===== src/common/rct_pkg.sv =====
// Package of constants and carrier types for the reload/capture timer
package rct_pkg;
  // Register byte offsets
  localparam logic [7:0]  CTRL_OFF   = 8'h00;
  localparam logic [7:0]  MODE_OFF   = 8'h04;
  localparam logic [7:0]  RELOAD_OFF = 8'h08;
  localparam logic [7:0]  COUNT_OFF  = 8'h0c;
  localparam logic [7:0]  STATUS_OFF = 8'h10;
  // Control register fields
  localparam int CTRL_RUN   = 0;
  localparam int CTRL_CT    = 1;
  localparam int CTRL_CAP   = 2;
  localparam int CTRL_EXEN  = 3;
  localparam int CTRL_TRANSMIT_CLOCK_SELECT  = 4;
  localparam int CTRL_RCLK  = 5;
  localparam int CTRL_W     = 6;
  // Mode register fields
  localparam int MODE_DOWN_COUNT_ENABLE  = 0;
  localparam int MODE_OE    = 1;
  localparam int MODE_CM_LO = 2;
  localparam int MODE_TPS_LO = 8;
  localparam int TPS_W      = 4;
  // Status register fields
  localparam int STAT_OVF   = 0;
  localparam int STAT_EXT   = 1;
  localparam int STAT_DIR   = 2;
  localparam int STAT_PIN   = 3;
  // Reset values
  localparam logic [CTRL_W-1:0] CTRL_RST = 6'h00;
  localparam logic [15:0] RELOAD_RST = 16'h0000;
  // Count limits and dividers
  localparam logic [15:0] CNT_MIN    = 16'h0000;
  localparam logic [15:0] CNT_MAX    = 16'hffff;
  localparam logic [3:0]  BAUD_LAST  = 4'hf;
  // AXI responses
  localparam logic [1:0]  RESP_OKAY   = 2'h0;
  localparam logic [1:0]  RESP_SLVERR = 2'h2;

  // Auto-reload count modes
  typedef enum logic [1:0] {
    CM_RELOAD = 2'b00,
    CM_CLEAR  = 2'b01,
    CM_DUAL1  = 2'b10,
    CM_DUAL2  = 2'b11
  } rct_cm_t;

  // AXI4-Lite master to slave
  typedef struct packed {
    logic        awvalid;
    logic [7:0]  awaddr;
    logic        wvalid;
    logic [31:0] wdata;
    logic [3:0]  wstrb;
    logic        bready;
    logic        arvalid;
    logic [7:0]  araddr;
    logic        rready;
  } rct_axil_req_t;

  // AXI4-Lite slave to master
  typedef struct packed {
    logic        awready;
    logic        wready;
    logic        bvalid;
    logic [1:0]  bresp;
    logic        arready;
    logic        rvalid;
    logic [31:0] rdata;
    logic [1:0]  rresp;
  } rct_axil_rsp_t;
endpackage


===== src/rtl/rct_timer.sv =====
// Reload/capture timer with AXI4-Lite register access
// What this block does
// - Capture mode counts full range, overflow sets flag
// - Event pin fall captures count, sets external flag
// - Advance once per prescale plus one cycles
// - Down-count enable clears at reset
// - Mode 00 up: overflow sets flag, reloads
// - Mode 00 pin fall reloads, sets external flag
// - Mode 01 up to top, flag, back to zero
// - Mode 01 pin fall clears count, sets flag
// - Mode 01 top applied after next overflow
// - Down-count enable: pin high up, low down
// - Mode 00 down underflows at reload, loads max
// - Mode 01 up/down: top to zero, zero to top
// - Up/down toggles external flag, no interrupt
// - Modes 10/11 count up then down; no direction
// - Dual slope external flag shows direction
// - Dual slope top applied at the turn from zero
// - Mode 10 flags at zero, 11 at both
// - Serial clock select: rollover reloads from reload, mode 01 clears at top
// - Baud tick every sixteen overflows
// - Baud mode: no overflow flag, pin edge no reload
// - Clock output toggles per overflow when enabled, not with count pin
// - Count only while run control is set
module rct_timer (
  input  wire logic                   aclk,
  input  wire logic                   aresetn,
  input  wire rct_pkg::rct_axil_req_t axi_req,
  output      rct_pkg::rct_axil_rsp_t axi_rsp,
  input  wire logic                   event_direction_pin,
  input  wire logic                   count_pin,
  output      logic                   clock_output_pin,
  output      logic                   baud_tick,
  output      logic                   overflow_flag,
  output      logic                   external_event_flag
);
  import rct_pkg::*;

  // Register state
  logic [CTRL_W-1:0] ctrl_q;
  logic              down_count_enable_q;
  logic              clock_output_enable_q;
  logic [1:0]        count_mode_q;
  logic [TPS_W-1:0]  prescale_select_q;
  logic [15:0]       reload_q;
  logic [15:0]       top_q;
  logic [15:0]       count_q;
  logic [15:0]       count_d;
  logic              dir_down_q;
  logic              dir_down_d;
  logic              ovf_flag_q;
  logic              ext_flag_q;
  logic              ext_flag_d;
  logic              clk_out_q;
  logic [3:0]        baud_cnt_q;
  logic              baud_tick_q;
  logic [TPS_W-1:0]  pre_cnt_q;

  // Pin synchronisers and edge history
  logic ev_s1_q, ev_s2_q, ev_s3_q;
  logic cp_s1_q, cp_s2_q, cp_s3_q;

  // Bus state
  rct_axil_rsp_t rsp_q;
  logic          aw_full_q, w_full_q;
  logic [7:0]    waddr_q;
  logic [31:0]   wdata_q;
  logic [3:0]    wstrb_q;

  // Control decode
  wire run       = ctrl_q[CTRL_RUN];
  wire ct_sel    = ctrl_q[CTRL_CT];
  wire cap_mode  = ctrl_q[CTRL_CAP];
  wire exen      = ctrl_q[CTRL_EXEN];
  wire baud_mode = ctrl_q[CTRL_TRANSMIT_CLOCK_SELECT] | ctrl_q[CTRL_RCLK];
  wire dual      = count_mode_q[1];
  wire ev_level  = ev_s2_q;
  wire ev_fall   = ev_s3_q & ~ev_s2_q;
  wire cp_fall   = cp_s3_q & ~cp_s2_q;

  // Prescaler: one step every prescale_select+1 cycles, or external falls
  wire pre_done  = (pre_cnt_q == prescale_select_q);
  wire step      = run & (ct_sel ? cp_fall : pre_done);

  // Direction: only reload modes honour the pin, dual slope keeps its own
  wire updown    = down_count_enable_q & ~cap_mode & ~baud_mode & ~dual;
  wire go_down   = updown & ~ev_level;
  wire ev_hit    = exen & ev_fall;

  // Bus write decode
  wire aw_take    = axi_req.awvalid & rsp_q.awready;
  wire w_take     = axi_req.wvalid & rsp_q.wready;
  wire wr_fire    = aw_full_q & w_full_q & ~rsp_q.bvalid;
  wire wr_ctrl    = wr_fire & (waddr_q == CTRL_OFF) & wstrb_q[0];
  wire wr_mode_lo = wr_fire & (waddr_q == MODE_OFF) & wstrb_q[0];
  wire wr_mode_hi = wr_fire & (waddr_q == MODE_OFF) & wstrb_q[1];
  wire wr_rel_lo  = wr_fire & (waddr_q == RELOAD_OFF) & wstrb_q[0];
  wire wr_rel_hi  = wr_fire & (waddr_q == RELOAD_OFF) & wstrb_q[1];
  wire wr_cnt_lo  = wr_fire & (waddr_q == COUNT_OFF) & wstrb_q[0];
  wire wr_cnt_hi  = wr_fire & (waddr_q == COUNT_OFF) & wstrb_q[1];
  wire wr_stat    = wr_fire & (waddr_q == STATUS_OFF) & wstrb_q[0];
  wire clr_ovf    = wr_stat & wdata_q[STAT_OVF];
  wire clr_ext    = wr_stat & wdata_q[STAT_EXT];
  wire wr_known   = (waddr_q == CTRL_OFF) | (waddr_q == MODE_OFF) |
                    (waddr_q == RELOAD_OFF) | (waddr_q == COUNT_OFF) |
                    (waddr_q == STATUS_OFF);

  // Bus read decode
  wire ar_take = axi_req.arvalid & rsp_q.arready;
  wire [31:0] mode_rd = {20'h00000, prescale_select_q, 4'h0, count_mode_q,
                         clock_output_enable_q, down_count_enable_q};
  wire [31:0] stat_rd = {28'h0000000, clk_out_q, dir_down_q, ext_flag_q, ovf_flag_q};
  logic [31:0] rd_data;
  logic        rd_err;
  always_comb begin
    rd_err = 1'b0;
    if (axi_req.araddr == CTRL_OFF) begin
      rd_data = {26'h0, ctrl_q};
    end else if (axi_req.araddr == MODE_OFF) begin
      rd_data = mode_rd;
    end else if (axi_req.araddr == RELOAD_OFF) begin
      rd_data = {16'h0000, reload_q};
    end else if (axi_req.araddr == COUNT_OFF) begin
      rd_data = {16'h0000, count_q};
    end else if (axi_req.araddr == STATUS_OFF) begin
      rd_data = stat_rd;
    end else begin
      rd_data = 32'h00000000;
      rd_err  = 1'b1;
    end
  end

  // Counting events, worked out for every mode from the present count
  logic rollover;   // Any overflow or underflow of the count
  logic set_ovf;
  logic set_ext;
  logic load_top;   // Take the buffered top from the reload register
  logic capture;
  always_comb begin
    count_d    = count_q;
    dir_down_d = dir_down_q;
    rollover   = 1'b0;
    set_ovf    = 1'b0;
    set_ext    = 1'b0;
    load_top   = 1'b0;
    capture    = 1'b0;
    ext_flag_d = ext_flag_q;
    if (baud_mode) begin
      // Pin edge only flags here; it is an extra event input, not a reload
      set_ext = ev_hit;
      if (step) begin
        if (count_mode_q == CM_CLEAR && count_q == top_q) begin
          count_d  = CNT_MIN;
          rollover = 1'b1;
          load_top = 1'b1;
        end else if (count_mode_q != CM_CLEAR && count_q == CNT_MAX) begin
          count_d  = reload_q;
          rollover = 1'b1;
        end else begin
          count_d = count_q + 16'h0001;
        end
      end
    end else if (cap_mode) begin
      if (ev_hit) begin
        capture = 1'b1;
        set_ext = 1'b1;
      end
      if (step) begin
        count_d = count_q + 16'h0001;
        if (count_q == CNT_MAX) begin
          rollover = 1'b1;
          set_ovf  = 1'b1;
        end
      end
    end else if (dual) begin
      // Dual slope: the flag mirrors direction and the pin is ignored
      if (step) begin
        if (!dir_down_q) begin
          if (count_q >= top_q) begin
            dir_down_d = 1'b1;
            count_d    = (top_q == CNT_MIN) ? CNT_MIN : count_q - 16'h0001;
            rollover   = 1'b1;
            set_ovf    = (count_mode_q == CM_DUAL2);
          end else begin
            count_d = count_q + 16'h0001;
          end
        end else begin
          if (count_q == CNT_MIN) begin
            dir_down_d = 1'b0;
            count_d    = CNT_MIN + 16'h0001;
            rollover   = 1'b1;
            set_ovf    = 1'b1;
            load_top   = 1'b1;
          end else begin
            count_d = count_q - 16'h0001;
          end
        end
      end
      ext_flag_d = dir_down_d;
    end else if (count_mode_q == CM_RELOAD) begin
      if (step) begin
        if (go_down) begin
          if (count_q == reload_q) begin
            count_d  = CNT_MAX;
            rollover = 1'b1;
            set_ovf  = 1'b1;
          end else begin
            count_d = count_q - 16'h0001;
          end
        end else if (count_q == CNT_MAX) begin
          count_d  = reload_q;
          rollover = 1'b1;
          set_ovf  = 1'b1;
        end else begin
          count_d = count_q + 16'h0001;
        end
      end
      if (ev_hit && !updown) begin
        count_d = reload_q;
        set_ext = 1'b1;
      end
    end else begin
      if (step) begin
        if (go_down) begin
          if (count_q == CNT_MIN) begin
            count_d  = top_q;
            rollover = 1'b1;
            set_ovf  = 1'b1;
          end else begin
            count_d = count_q - 16'h0001;
          end
        end else if (count_q >= top_q) begin
          count_d  = CNT_MIN;
          rollover = 1'b1;
          set_ovf  = 1'b1;
          load_top = 1'b1;
        end else begin
          count_d = count_q + 16'h0001;
        end
      end
      if (ev_hit && !updown) begin
        count_d = CNT_MIN;
        set_ext = 1'b1;
      end
    end
    // Up/down: flag becomes a 17th count bit
    if (updown && rollover) begin
      ext_flag_d = ~ext_flag_q;
    end else if (!dual || baud_mode || cap_mode) begin
      // Hardware set wins over a software clear in the same cycle
      ext_flag_d = (ext_flag_q & ~clr_ext) | set_ext;
    end
  end

  // Input synchronisers; the third stage only serves edge detection
  always_ff @(posedge aclk) begin
    if (!aresetn) begin
      {ev_s1_q, ev_s2_q, ev_s3_q} <= 3'h7;
      {cp_s1_q, cp_s2_q, cp_s3_q} <= 3'h7;
    end else begin
      {ev_s1_q, ev_s2_q, ev_s3_q} <= {event_direction_pin, ev_s1_q, ev_s2_q};
      {cp_s1_q, cp_s2_q, cp_s3_q} <= {count_pin, cp_s1_q, cp_s2_q};
    end
  end

  // Prescaler counter; held at zero while stopped so the first step is full length
  always_ff @(posedge aclk) begin
    if (!aresetn || !run || pre_done || ct_sel) begin
      pre_cnt_q <= '0;
    end else begin
      pre_cnt_q <= pre_cnt_q + 1'b1;
    end
  end

  // Configuration registers
  always_ff @(posedge aclk) begin
    if (!aresetn) begin
      ctrl_q                <= CTRL_RST;
      down_count_enable_q   <= 1'b0;
      clock_output_enable_q <= 1'b0;
      count_mode_q          <= CM_RELOAD;
      prescale_select_q     <= '0;
    end else begin
      if (wr_ctrl) ctrl_q <= wdata_q[CTRL_W-1:0];
      if (wr_mode_lo) begin
        down_count_enable_q   <= wdata_q[MODE_DOWN_COUNT_ENABLE];
        clock_output_enable_q <= wdata_q[MODE_OE];
        count_mode_q          <= wdata_q[MODE_CM_LO +: 2];
      end
      if (wr_mode_hi) prescale_select_q <= wdata_q[MODE_TPS_LO +: TPS_W];
    end
  end

  // Reload/capture register; a hardware capture beats a software write
  always_ff @(posedge aclk) begin
    if (!aresetn) begin
      reload_q <= RELOAD_RST;
    end else if (capture) begin
      reload_q <= count_q;
    end else begin
      if (wr_rel_lo) reload_q[7:0]  <= wdata_q[7:0];
      if (wr_rel_hi) reload_q[15:8] <= wdata_q[15:8];
    end
  end

  // Active top: double-buffered copy of the reload register
  always_ff @(posedge aclk) begin
    if (!aresetn) begin
      top_q <= RELOAD_RST;
    end else if (load_top || !run) begin
      top_q <= reload_q;
    end
  end

  // Count, direction and flags; software count writes take precedence
  always_ff @(posedge aclk) begin
    if (!aresetn) begin
      count_q    <= CNT_MIN;
      dir_down_q <= 1'b0;
      ovf_flag_q <= 1'b0;
      ext_flag_q <= 1'b0;
    end else begin
      count_q <= count_d;
      if (wr_cnt_lo) count_q[7:0]  <= wdata_q[7:0];
      if (wr_cnt_hi) count_q[15:8] <= wdata_q[15:8];
      dir_down_q <= dir_down_d;
      ovf_flag_q <= (ovf_flag_q & ~clr_ovf) | set_ovf;
      ext_flag_q <= ext_flag_d;
    end
  end

  // Clock output and baud tick, both driven by rollovers only
  always_ff @(posedge aclk) begin
    if (!aresetn) begin
      clk_out_q   <= 1'b0;
      baud_cnt_q  <= 4'h0;
      baud_tick_q <= 1'b0;
    end else begin
      if (rollover && clock_output_enable_q && !ct_sel) begin
        clk_out_q <= ~clk_out_q;
      end
      baud_tick_q <= baud_mode & rollover & (baud_cnt_q == BAUD_LAST);
      if (!baud_mode) begin
        baud_cnt_q <= 4'h0;
      end else if (rollover) begin
        baud_cnt_q <= baud_cnt_q + 4'h1;
      end
    end
  end

  // AXI4-Lite write channels; address and data accepted in either order
  always_ff @(posedge aclk) begin
    if (!aresetn) begin
      aw_full_q     <= 1'b0;
      w_full_q      <= 1'b0;
      waddr_q       <= 8'h00;
      wdata_q       <= 32'h00000000;
      wstrb_q       <= 4'h0;
      rsp_q.awready <= 1'b0;
      rsp_q.wready  <= 1'b0;
      rsp_q.bvalid  <= 1'b0;
      rsp_q.bresp   <= RESP_OKAY;
    end else begin
      if (aw_take) waddr_q <= {axi_req.awaddr[7:2], 2'b00};
      if (w_take) begin
        wdata_q <= axi_req.wdata;
        wstrb_q <= axi_req.wstrb;
      end
      aw_full_q     <= ~wr_fire & (aw_full_q | aw_take);
      w_full_q      <= ~wr_fire & (w_full_q | w_take);
      rsp_q.awready <= ~(~wr_fire & (aw_full_q | aw_take));
      rsp_q.wready  <= ~(~wr_fire & (w_full_q | w_take));
      if (wr_fire) begin
        rsp_q.bvalid <= 1'b1;
        rsp_q.bresp  <= wr_known ? RESP_OKAY : RESP_SLVERR;
      end else if (axi_req.bready) begin
        rsp_q.bvalid <= 1'b0;
      end
    end
  end

  // AXI4-Lite read channels; one read outstanding
  always_ff @(posedge aclk) begin
    if (!aresetn) begin
      rsp_q.arready <= 1'b0;
      rsp_q.rvalid  <= 1'b0;
      rsp_q.rdata   <= 32'h00000000;
      rsp_q.rresp   <= RESP_OKAY;
    end else if (ar_take) begin
      rsp_q.arready <= 1'b0;
      rsp_q.rvalid  <= 1'b1;
      rsp_q.rdata   <= rd_data;
      rsp_q.rresp   <= rd_err ? RESP_SLVERR : RESP_OKAY;
    end else if (rsp_q.rvalid && axi_req.rready) begin
      rsp_q.rvalid  <= 1'b0;
      rsp_q.arready <= 1'b1;
    end else if (!rsp_q.rvalid) begin
      rsp_q.arready <= 1'b1;
    end
  end

  // Outputs straight from flip-flops
  assign axi_rsp             = rsp_q;
  assign clock_output_pin    = clk_out_q;
  assign baud_tick           = baud_tick_q;
  assign overflow_flag       = ovf_flag_q;
  assign external_event_flag = ext_flag_q;
endmodule


===== config.mk =====
export PLATFORM = sky130hd
export DESIGN_NAME = rct_timer
export DESIGN_NICKNAME = d
export VERILOG_FILES = /design/src/common/rct_pkg.sv /design/src/rtl/rct_timer.sv
export SDC_FILE = /design/constraint.sdc
export NUM_CORES = 1
export LEC_CHECK = 0
export ABC_CLOCK_PERIOD_IN_PS = 2930
export BUFFER_PORTS_ARGS = -buffer_cell sky130_fd_sc_hd__buf_2
export CORE_ASPECT_RATIO = 0.8
export CORE_UTILIZATION = 30
export DETAILED_ROUTE_END_ITERATION = 8
export PLACE_DENSITY_LB_ADDON = 0.25
export RECOVER_POWER = 100
export SLEW_MARGIN = 20
export SYNTH_ARGS = -nofsm -noshare
export SYNTH_HDL_FRONTEND = slang
export SYNTH_SLANG_ARGS = --single-unit

===== constraint.sdc =====
create_clock -name aclk -period 2.93 [get_ports aclk]
set_input_delay 0.293 -clock aclk [delete_from_list [all_inputs] [get_ports aclk]]
set_output_delay 0.293 -clock aclk [all_outputs]
set_load 0.1 [all_outputs]

Yosys cells after proc, flatten, opt, wreduce, memory -nomap -nowiden --
Index checks and enable logic that the tools add are counted.
Storage, ports and cells: output and inout port bits 45, input bits 61, word-level logic and storage cells 255, register bits after elaboration 148
Operators by class: reduce and logical (&&, ||, !) cells 36, bitwise logic cells 57, $add $sub $neg 4, equality and inequality tests 25, $lt $le $gt $ge 1, multiplexer cells 96
Operators by type and width (count):
- $mux 16 | 28
- $mux 1 | 61
- $and 1x1->1 | 34
- $eq 16x16->1 | 2
- $logic_not 16->1 | 2
- $mux 8 | 4
- $ne 3x1->1 const B | 8
- $add 16x1->16 const B | 1
- $eq 16x16->1 const B | 1
- $eq 8x4->1 const B | 2
- $ge 16x16->1 | 1
- $logic_not 8->1 | 2
- $sub 16x1->16 const B | 1
- $not 1->1 | 14
- $eq 6x2->1 const B | 2
- $or 1x1->1 | 9
- $reduce_bool 3->1 | 3
- $add 4x1->4 const B | 2
- $eq 8x3->1 const B | 1
- $eq 8x5->1 const B | 1
- $reduce_and 4->1 | 2
- $reduce_bool 2->1 | 4
- $logic_and 1x1->1 | 7
- $eq 6x1->1 const B | 1
- other kinds (14) | 26

Depth between registers and ports, before layout --
depth in word-level cells 14, mapped depth 13, depth with buffers taken out 10

Worst setup path before layout --
No wires, ideal clock.
kind register to register, from register count_q[0], to register ovf_flag_q, in the netlist overflow_flag, setup time 120 ps, arrival 3043 ps, period minus slack after synthesis 3163 ps, buffers on the path 1, cell stages (with the launch flop) 12, path slack -233 ps, required time 2810 ps, cell sequence dfxtp_1 > clkbuf_1 > inv_1 > ha_1 > nand2b_1 > a2111oi_0 > o32a_1 > nand2_1 > or4_1 > nand3_1 > a311oi_1 > o31a_1
Between the ends: word-level cells in the longest chain between the ends 9, elaborated cells between the ends (all ways) 21, those cells by class 1 x order compare; 2 x eq/ne; 16 x mux; 1 x bitwise; 1 x reduce/logical
RTL lines:
- start: declaration | line rct_timer.sv:47 | logic [15:0] count_q;
- start signal: assignment | line rct_timer.sv:323 | count_q <= count_d;
- start signal: assignment | line rct_timer.sv:324 | if (wr_cnt_lo) count_q[7:0] <= wdata_q[7:0];
- $ge 16x16->1 (tied with other cells) | line rct_timer.sv:179, rct_timer.sv:232
- $mux 1, on equally long branches
- $mux 1, on equally long branches | line rct_timer.sv:224, rct_timer.sv:202
- $mux 1, on equally long branches | line rct_timer.sv:223, rct_timer.sv:201
- $mux 1 | line rct_timer.sv:200 | end else if (count_mode_q == CM_RELOAD) begin
- $mux 1 | line rct_timer.sv:175 | end else if (dual) begin
- $mux 1 * | line rct_timer.sv:163 | end else if (cap_mode) begin
- $mux 1 * | line rct_timer.sv:148 | if (baud_mode) begin
- $or 1x1->1 * | line rct_timer.sv:327 | ovf_flag_q <= (ovf_flag_q & ~clr_ovf) | set_ovf;
- end signal: assignment | line rct_timer.sv:327
- end: declaration | line rct_timer.sv:51 | logic ovf_flag_q;
Every way passes the cells marked *; elsewhere a longest branch is shown, timed or not. A chain may end at the register's enable or synchronous reset.

Final worst setup path --
from register count_q[8], to register count_q[10]
Between the ends: word-level cells in the longest chain between the ends 10, elaborated cells between the ends (all ways) 33, those cells by class 2 x add/sub; 1 x order compare; 3 x eq/ne; 24 x mux; 3 x reduce/logical
RTL lines:
- start signal: assignment | line rct_timer.sv:323
- start signal: assignment | line rct_timer.sv:325 | if (wr_cnt_hi) count_q[15:8] <= wdata_q[15:8];
- $add 16x1->16 (tied with other cells)
- $mux 16, on equally long branches
- $mux 16, on equally long branches | line rct_timer.sv:224, rct_timer.sv:202
- $mux 16, on equally long branches | line rct_timer.sv:223, rct_timer.sv:201
- $mux 16, on equally long branches | line rct_timer.sv:241, rct_timer.sv:218
- $mux 16 | line rct_timer.sv:200
- $mux 16 | line rct_timer.sv:175
- $mux 16 | line rct_timer.sv:163
- $mux 16 * | line rct_timer.sv:148
- $mux 8 * | line rct_timer.sv:325
Every way passes the cells marked *; elsewhere a longest branch is shown, timed or not. The select of a mux whose other input is x is not followed.

==> results.rst <==
.. list-table::
   :header-rows: 1

   * - Metric
     - Value
   * - Maximum clock insertion buffer count
     - 2
   * - Ratio of cells with drive above 1 in the final layout
     - 24.2%
   * - Area fraction of the dominant cell type after synthesis
     - 28.9%
   * - Worst Hold Launch
     - event_direction_pin
   * - Area Overhead vs Synth
     - 30.9%
   * - Chip width
     - 196 um
   * - Y dimension of the die
     - 157 um
   * - Peak Freq
     - 342 MHz
   * - Clock transition at the registers of the reported paths
     - 0.07 ns
   * - Number of buffers created by CTS
     - 17
   * - Netlist area before placement
     - about 0.0090 mm^2
   * - Post-synthesis area per instance
     - 7.62 um^2
   * - Layout net count
     - 1453
   * - Status
     - completed
   * - Worst flop-to-flop path startpoint
     - count_q[8]
   * - DRC violation total after the first TritonRoute iteration
     - roughly 800
   * - Crit path max-delay cell type
     - or4_4
   * - Max cap viols
     - 0
   * - Hold Path Stages
     - 2
   * - Critical Path Start Type
     - register
   * - Critical Path RT
     - about 3.3 ns
   * - Hold violation count in the final report
     - 0
   * - Destination of the worst register-to-register timing path
     - count_q[10]
   * - Cells taking the most area after synthesis
     - dfxtp_1 29%, mux2i_1 6.6%, nand2_1 6.3%
   * - Routed len/inst
     - between 20 and 25 um
   * - TritonCTS clock tree
     - done
   * - Router iterations before antenna repair
     - 7
   * - Final-report setup violation count
     - 0
   * - Cells after DPL
     - 1723
   * - Global route total overflow
     - 0
   * - Largest voltage drop on the vdd net
     - between 300 and 400 uV
   * - Post-route DRC
     - 0
   * - Count of boundary I/O pins
     - around 110
   * - Yosys warnings
     - 0
   * - Worst Path Buf+Inv
     - 2
   * - FF/Latch Area
     - roughly 0.0026 mm^2
   * - Final ANT Viol Nets
     - 0
   * - Family with the most delay on the worst path
     - compound AO/OA/AOI/OAI gates
   * - Hold-fix buffer count after cts
     - 0
   * - Pwr per Cell Area
     - 381 mW/mm^2
   * - Most frequent cells in the layout
     - 172 x buf_4, 151 x nand2_1, 118 x dfxtp_1
   * - Instance count of the mapped netlist
     - ~1200
   * - Leak pwr
     - between 4 and 5 nW
   * - Antenna Diode Count
     - 0
   * - Sum of net half-perimeters after detailed placement
     - 29.7 mm
   * - Slew at the pin closest to its max-slew limit
     - 1.21 ns
   * - Multi-input combinational cell area
     - 0.00618 mm^2
   * - Core area
     - 0.0294 mm^2
   * - Worst-Skew Late Latency
     - roughly 0.44 ns
   * - Post-synth top area cell
     - dfxtp_1
   * - # rows
     - 56
   * - Most common library cell in the layout ignoring fill and taps
     - buf_4
   * - Final cycle utilization of the critical path
     - 99.8%
   * - Number of input and output port buffers inserted
     - 67
   * - Starting utilization of the core area
     - 30.6%
   * - Antenna violations before repair
     - 0
   * - Weighted congestion at the end of routability-driven global placement
     - roughly 1
   * - Worst setup path class
     - register to register
   * - Proportion of register bits with asynchronous set or reset after synthesis
     - 0%
   * - Combined global-route utilization of all metal layers
     - 24.6%
   * - Post-synthesis sequential area ratio
     - 28.9%
   * - Critical Path End Type
     - register
   * - Slowest cell delay on critical path
     - approximately 0.52 ns
   * - Wire length of the first global-routing pass
     - 56.3 mm
   * - Fillers
     - 3106
   * - Top fanout value on the critical path
     - 6
   * - Time the worst path needs with I/O delays and setup
     - around 3 ns
   * - WL final
     - 38.0 mm
   * - Critical path's most frequent cell
     - buf_6
   * - Number of sinks handled by clock tree synthesis
     - 130
   * - Number of synthesized register bits
     - 130
   * - RSZ-0062 raised after global routing
     - yes
   * - Maximum number of pins on one net before global-route repair
     - 47
   * - Prevailing post-synth register cell
     - dfxtp_1
   * - Post-synth EDFFs
     - 0
   * - Final core utilization
     - 40.0%
   * - Worst slew margin
     - 19.5%
   * - Vias per cell
     - between 5 and 6
   * - Final Skew
     - 0.00846 ns
   * - Vias
     - 9801
   * - Type of the tightest min-delay check
     - input pin to register
   * - Full die area
     - 0.0307 mm^2
   * - Number of global-route vias before repair
     - 9194
   * - Critical Path, Cell by Cell
     - ha_1, nand4_1, or4_4, o32a_1, nand2_2, buf_6, buf_6, mux2i_1, a221oi_1, a221o_1, a21oi_1
   * - Min Hold Slack
     - 0.0388 ns
   * - Hold EP
     - ev_s1_q
   * - Count of placed standard cells in the final layout, fillers left out
     - 1760
   * - Arr. time, crit path
     - 3.29 ns
   * - Max Slew Vio Count
     - 0
   * - Number of distinct library cells after synthesis
     - 73
   * - Depth of the CTS H-tree
     - 4
   * - R2r worst-path depth
     - 11
   * - Clock Tree Root
     - clkbuf_16
   * - R2R Setup Slk
     - 0.007 ns
-- stage by stage --
step | area (um^2) | setup TNS (ns) | power (mW) | setup WS, ns
5_1_grt | 11800 | -0.912 | 4.61 | -0.107
4_1_cts | 11500 | 0 | 4.52 | 0.000107
3_5_place_dp | 10800 | -4.68 | 2.22 | -0.284
3_3_place_gp | 10800 | -2.63 | 2.21 | -0.241
6_report | 11800 | 0 | 4.48 | 0.00703
2_1_floorplan | 9070 | -0.0283 | 2.15 | -0.0283
-- area by class of cell --
class	instances	share of cell area, %
Tap cell	377	4.01
Multi-Input combinational cell	937	52.5
Inverter	29	0.924
Sequential cell	130	22.2
Clock buffer	18	3.73
Clock inverter	13	1.51
Timing Repair Buffer	256	15.1
-- synthesized netlist by cell type (all sizes together), types with 9 or more instances --
library cell    n
inv            29
o211a          18
nand2b         18
o22ai          11
xor2           10
mux2i          59
a31oi          14
o21ai          74
a21boi         31
o21a            9
ha             21
nand4          22
buf            37
nor3           33
a211oi         15
or3            11
a21oi          58
o211ai         16
nand3          37
xnor2          39
clkbuf         65
nand2         152
nor4           14
a221oi         11
and3            9
dfxtp         130
nor2           91
nor2b          40
o221ai          9
-- kinds of logic (layout without fill, tap and decap cells) --
group / after synthesis / in the layout / share of synthesized area, %
AOI/OAI and AO/OA: 321 / 321 / 24.5
xor gates and xnor gates: 49 / 49 / 4.77
adders and majority gates: 21 / 21 / 2.92
buffers and inverters: 131 / 316 / 6.48
DFF: 130 / 130 / 28.9
muxes: 59 / 59 / 6.57
other: 1 / 18 / 0.0417
and+or+nand+nor: 469 / 469 / 25.8
-- per-layer routing --
layer,GRT usage (%),part of all wire [%]
met1,36.2,49
met2,35.1,41
met4,7.57,1.9
met3,5.26,8.1
met5,0,0
-- repair_timing --
item                                   4_1_cts  5_1_grt
gates resized for setup                     14       62
setup endpoints to repair                   38       40
gates cloned                                 0        0
setup buffers                                2        4
pin swaps                                    8       17
endpoints found under the hold margin        0        0
-- worst reg2reg max path: stages (launching register included) --
cell      delay, ns
dfxtp_1        0.38
ha_1           0.31
nand4_1        0.15
or4_4          0.52
o32a_1         0.35
nand2_2        0.13
buf_6          0.16
buf_6          0.13
mux2i_1        0.17
a221oi_1       0.10
a221o_1        0.33
a21oi_1        0.13
-- power breakdown --
group / internal [mW] / switching, mW / leakage (nW)
combinational: 0.0757 / 0.272 / 3.40
clock: 1.38 / 0.929 / 0.295
sequential: 1.80 / 0.0327 / 1.06
-- how the worst max path moves through the flow --
stage,start,to,slack [ns],cells past startpoint
2_1_floorplan,count_q[0],overflow_flag,-0.03,11
3_5_place_dp,count_q[0],count_q[10],-0.28,12
5_1_grt,top_q[10],count_q[10],-0.11,12
4_1_cts,count_q[0],clock_output_pin,0.0001,13
3_3_place_gp,count_q[1],count_q[10],-0.24,10
6_report,count_q[8],count_q[10],0.007,11
-- sequential cells by signal (all words and copies together) (netlist names), 4 cells and up --
signal	count
count_q	16
pre_cnt_q	4
waddr_q	6
reload_q	16
prescale_select_q	4
baud_cnt_q	4
top_q	16
axi_rsp	23
wdata_q	16
ctrl_q	6
(Power assumes the default switching activity.)
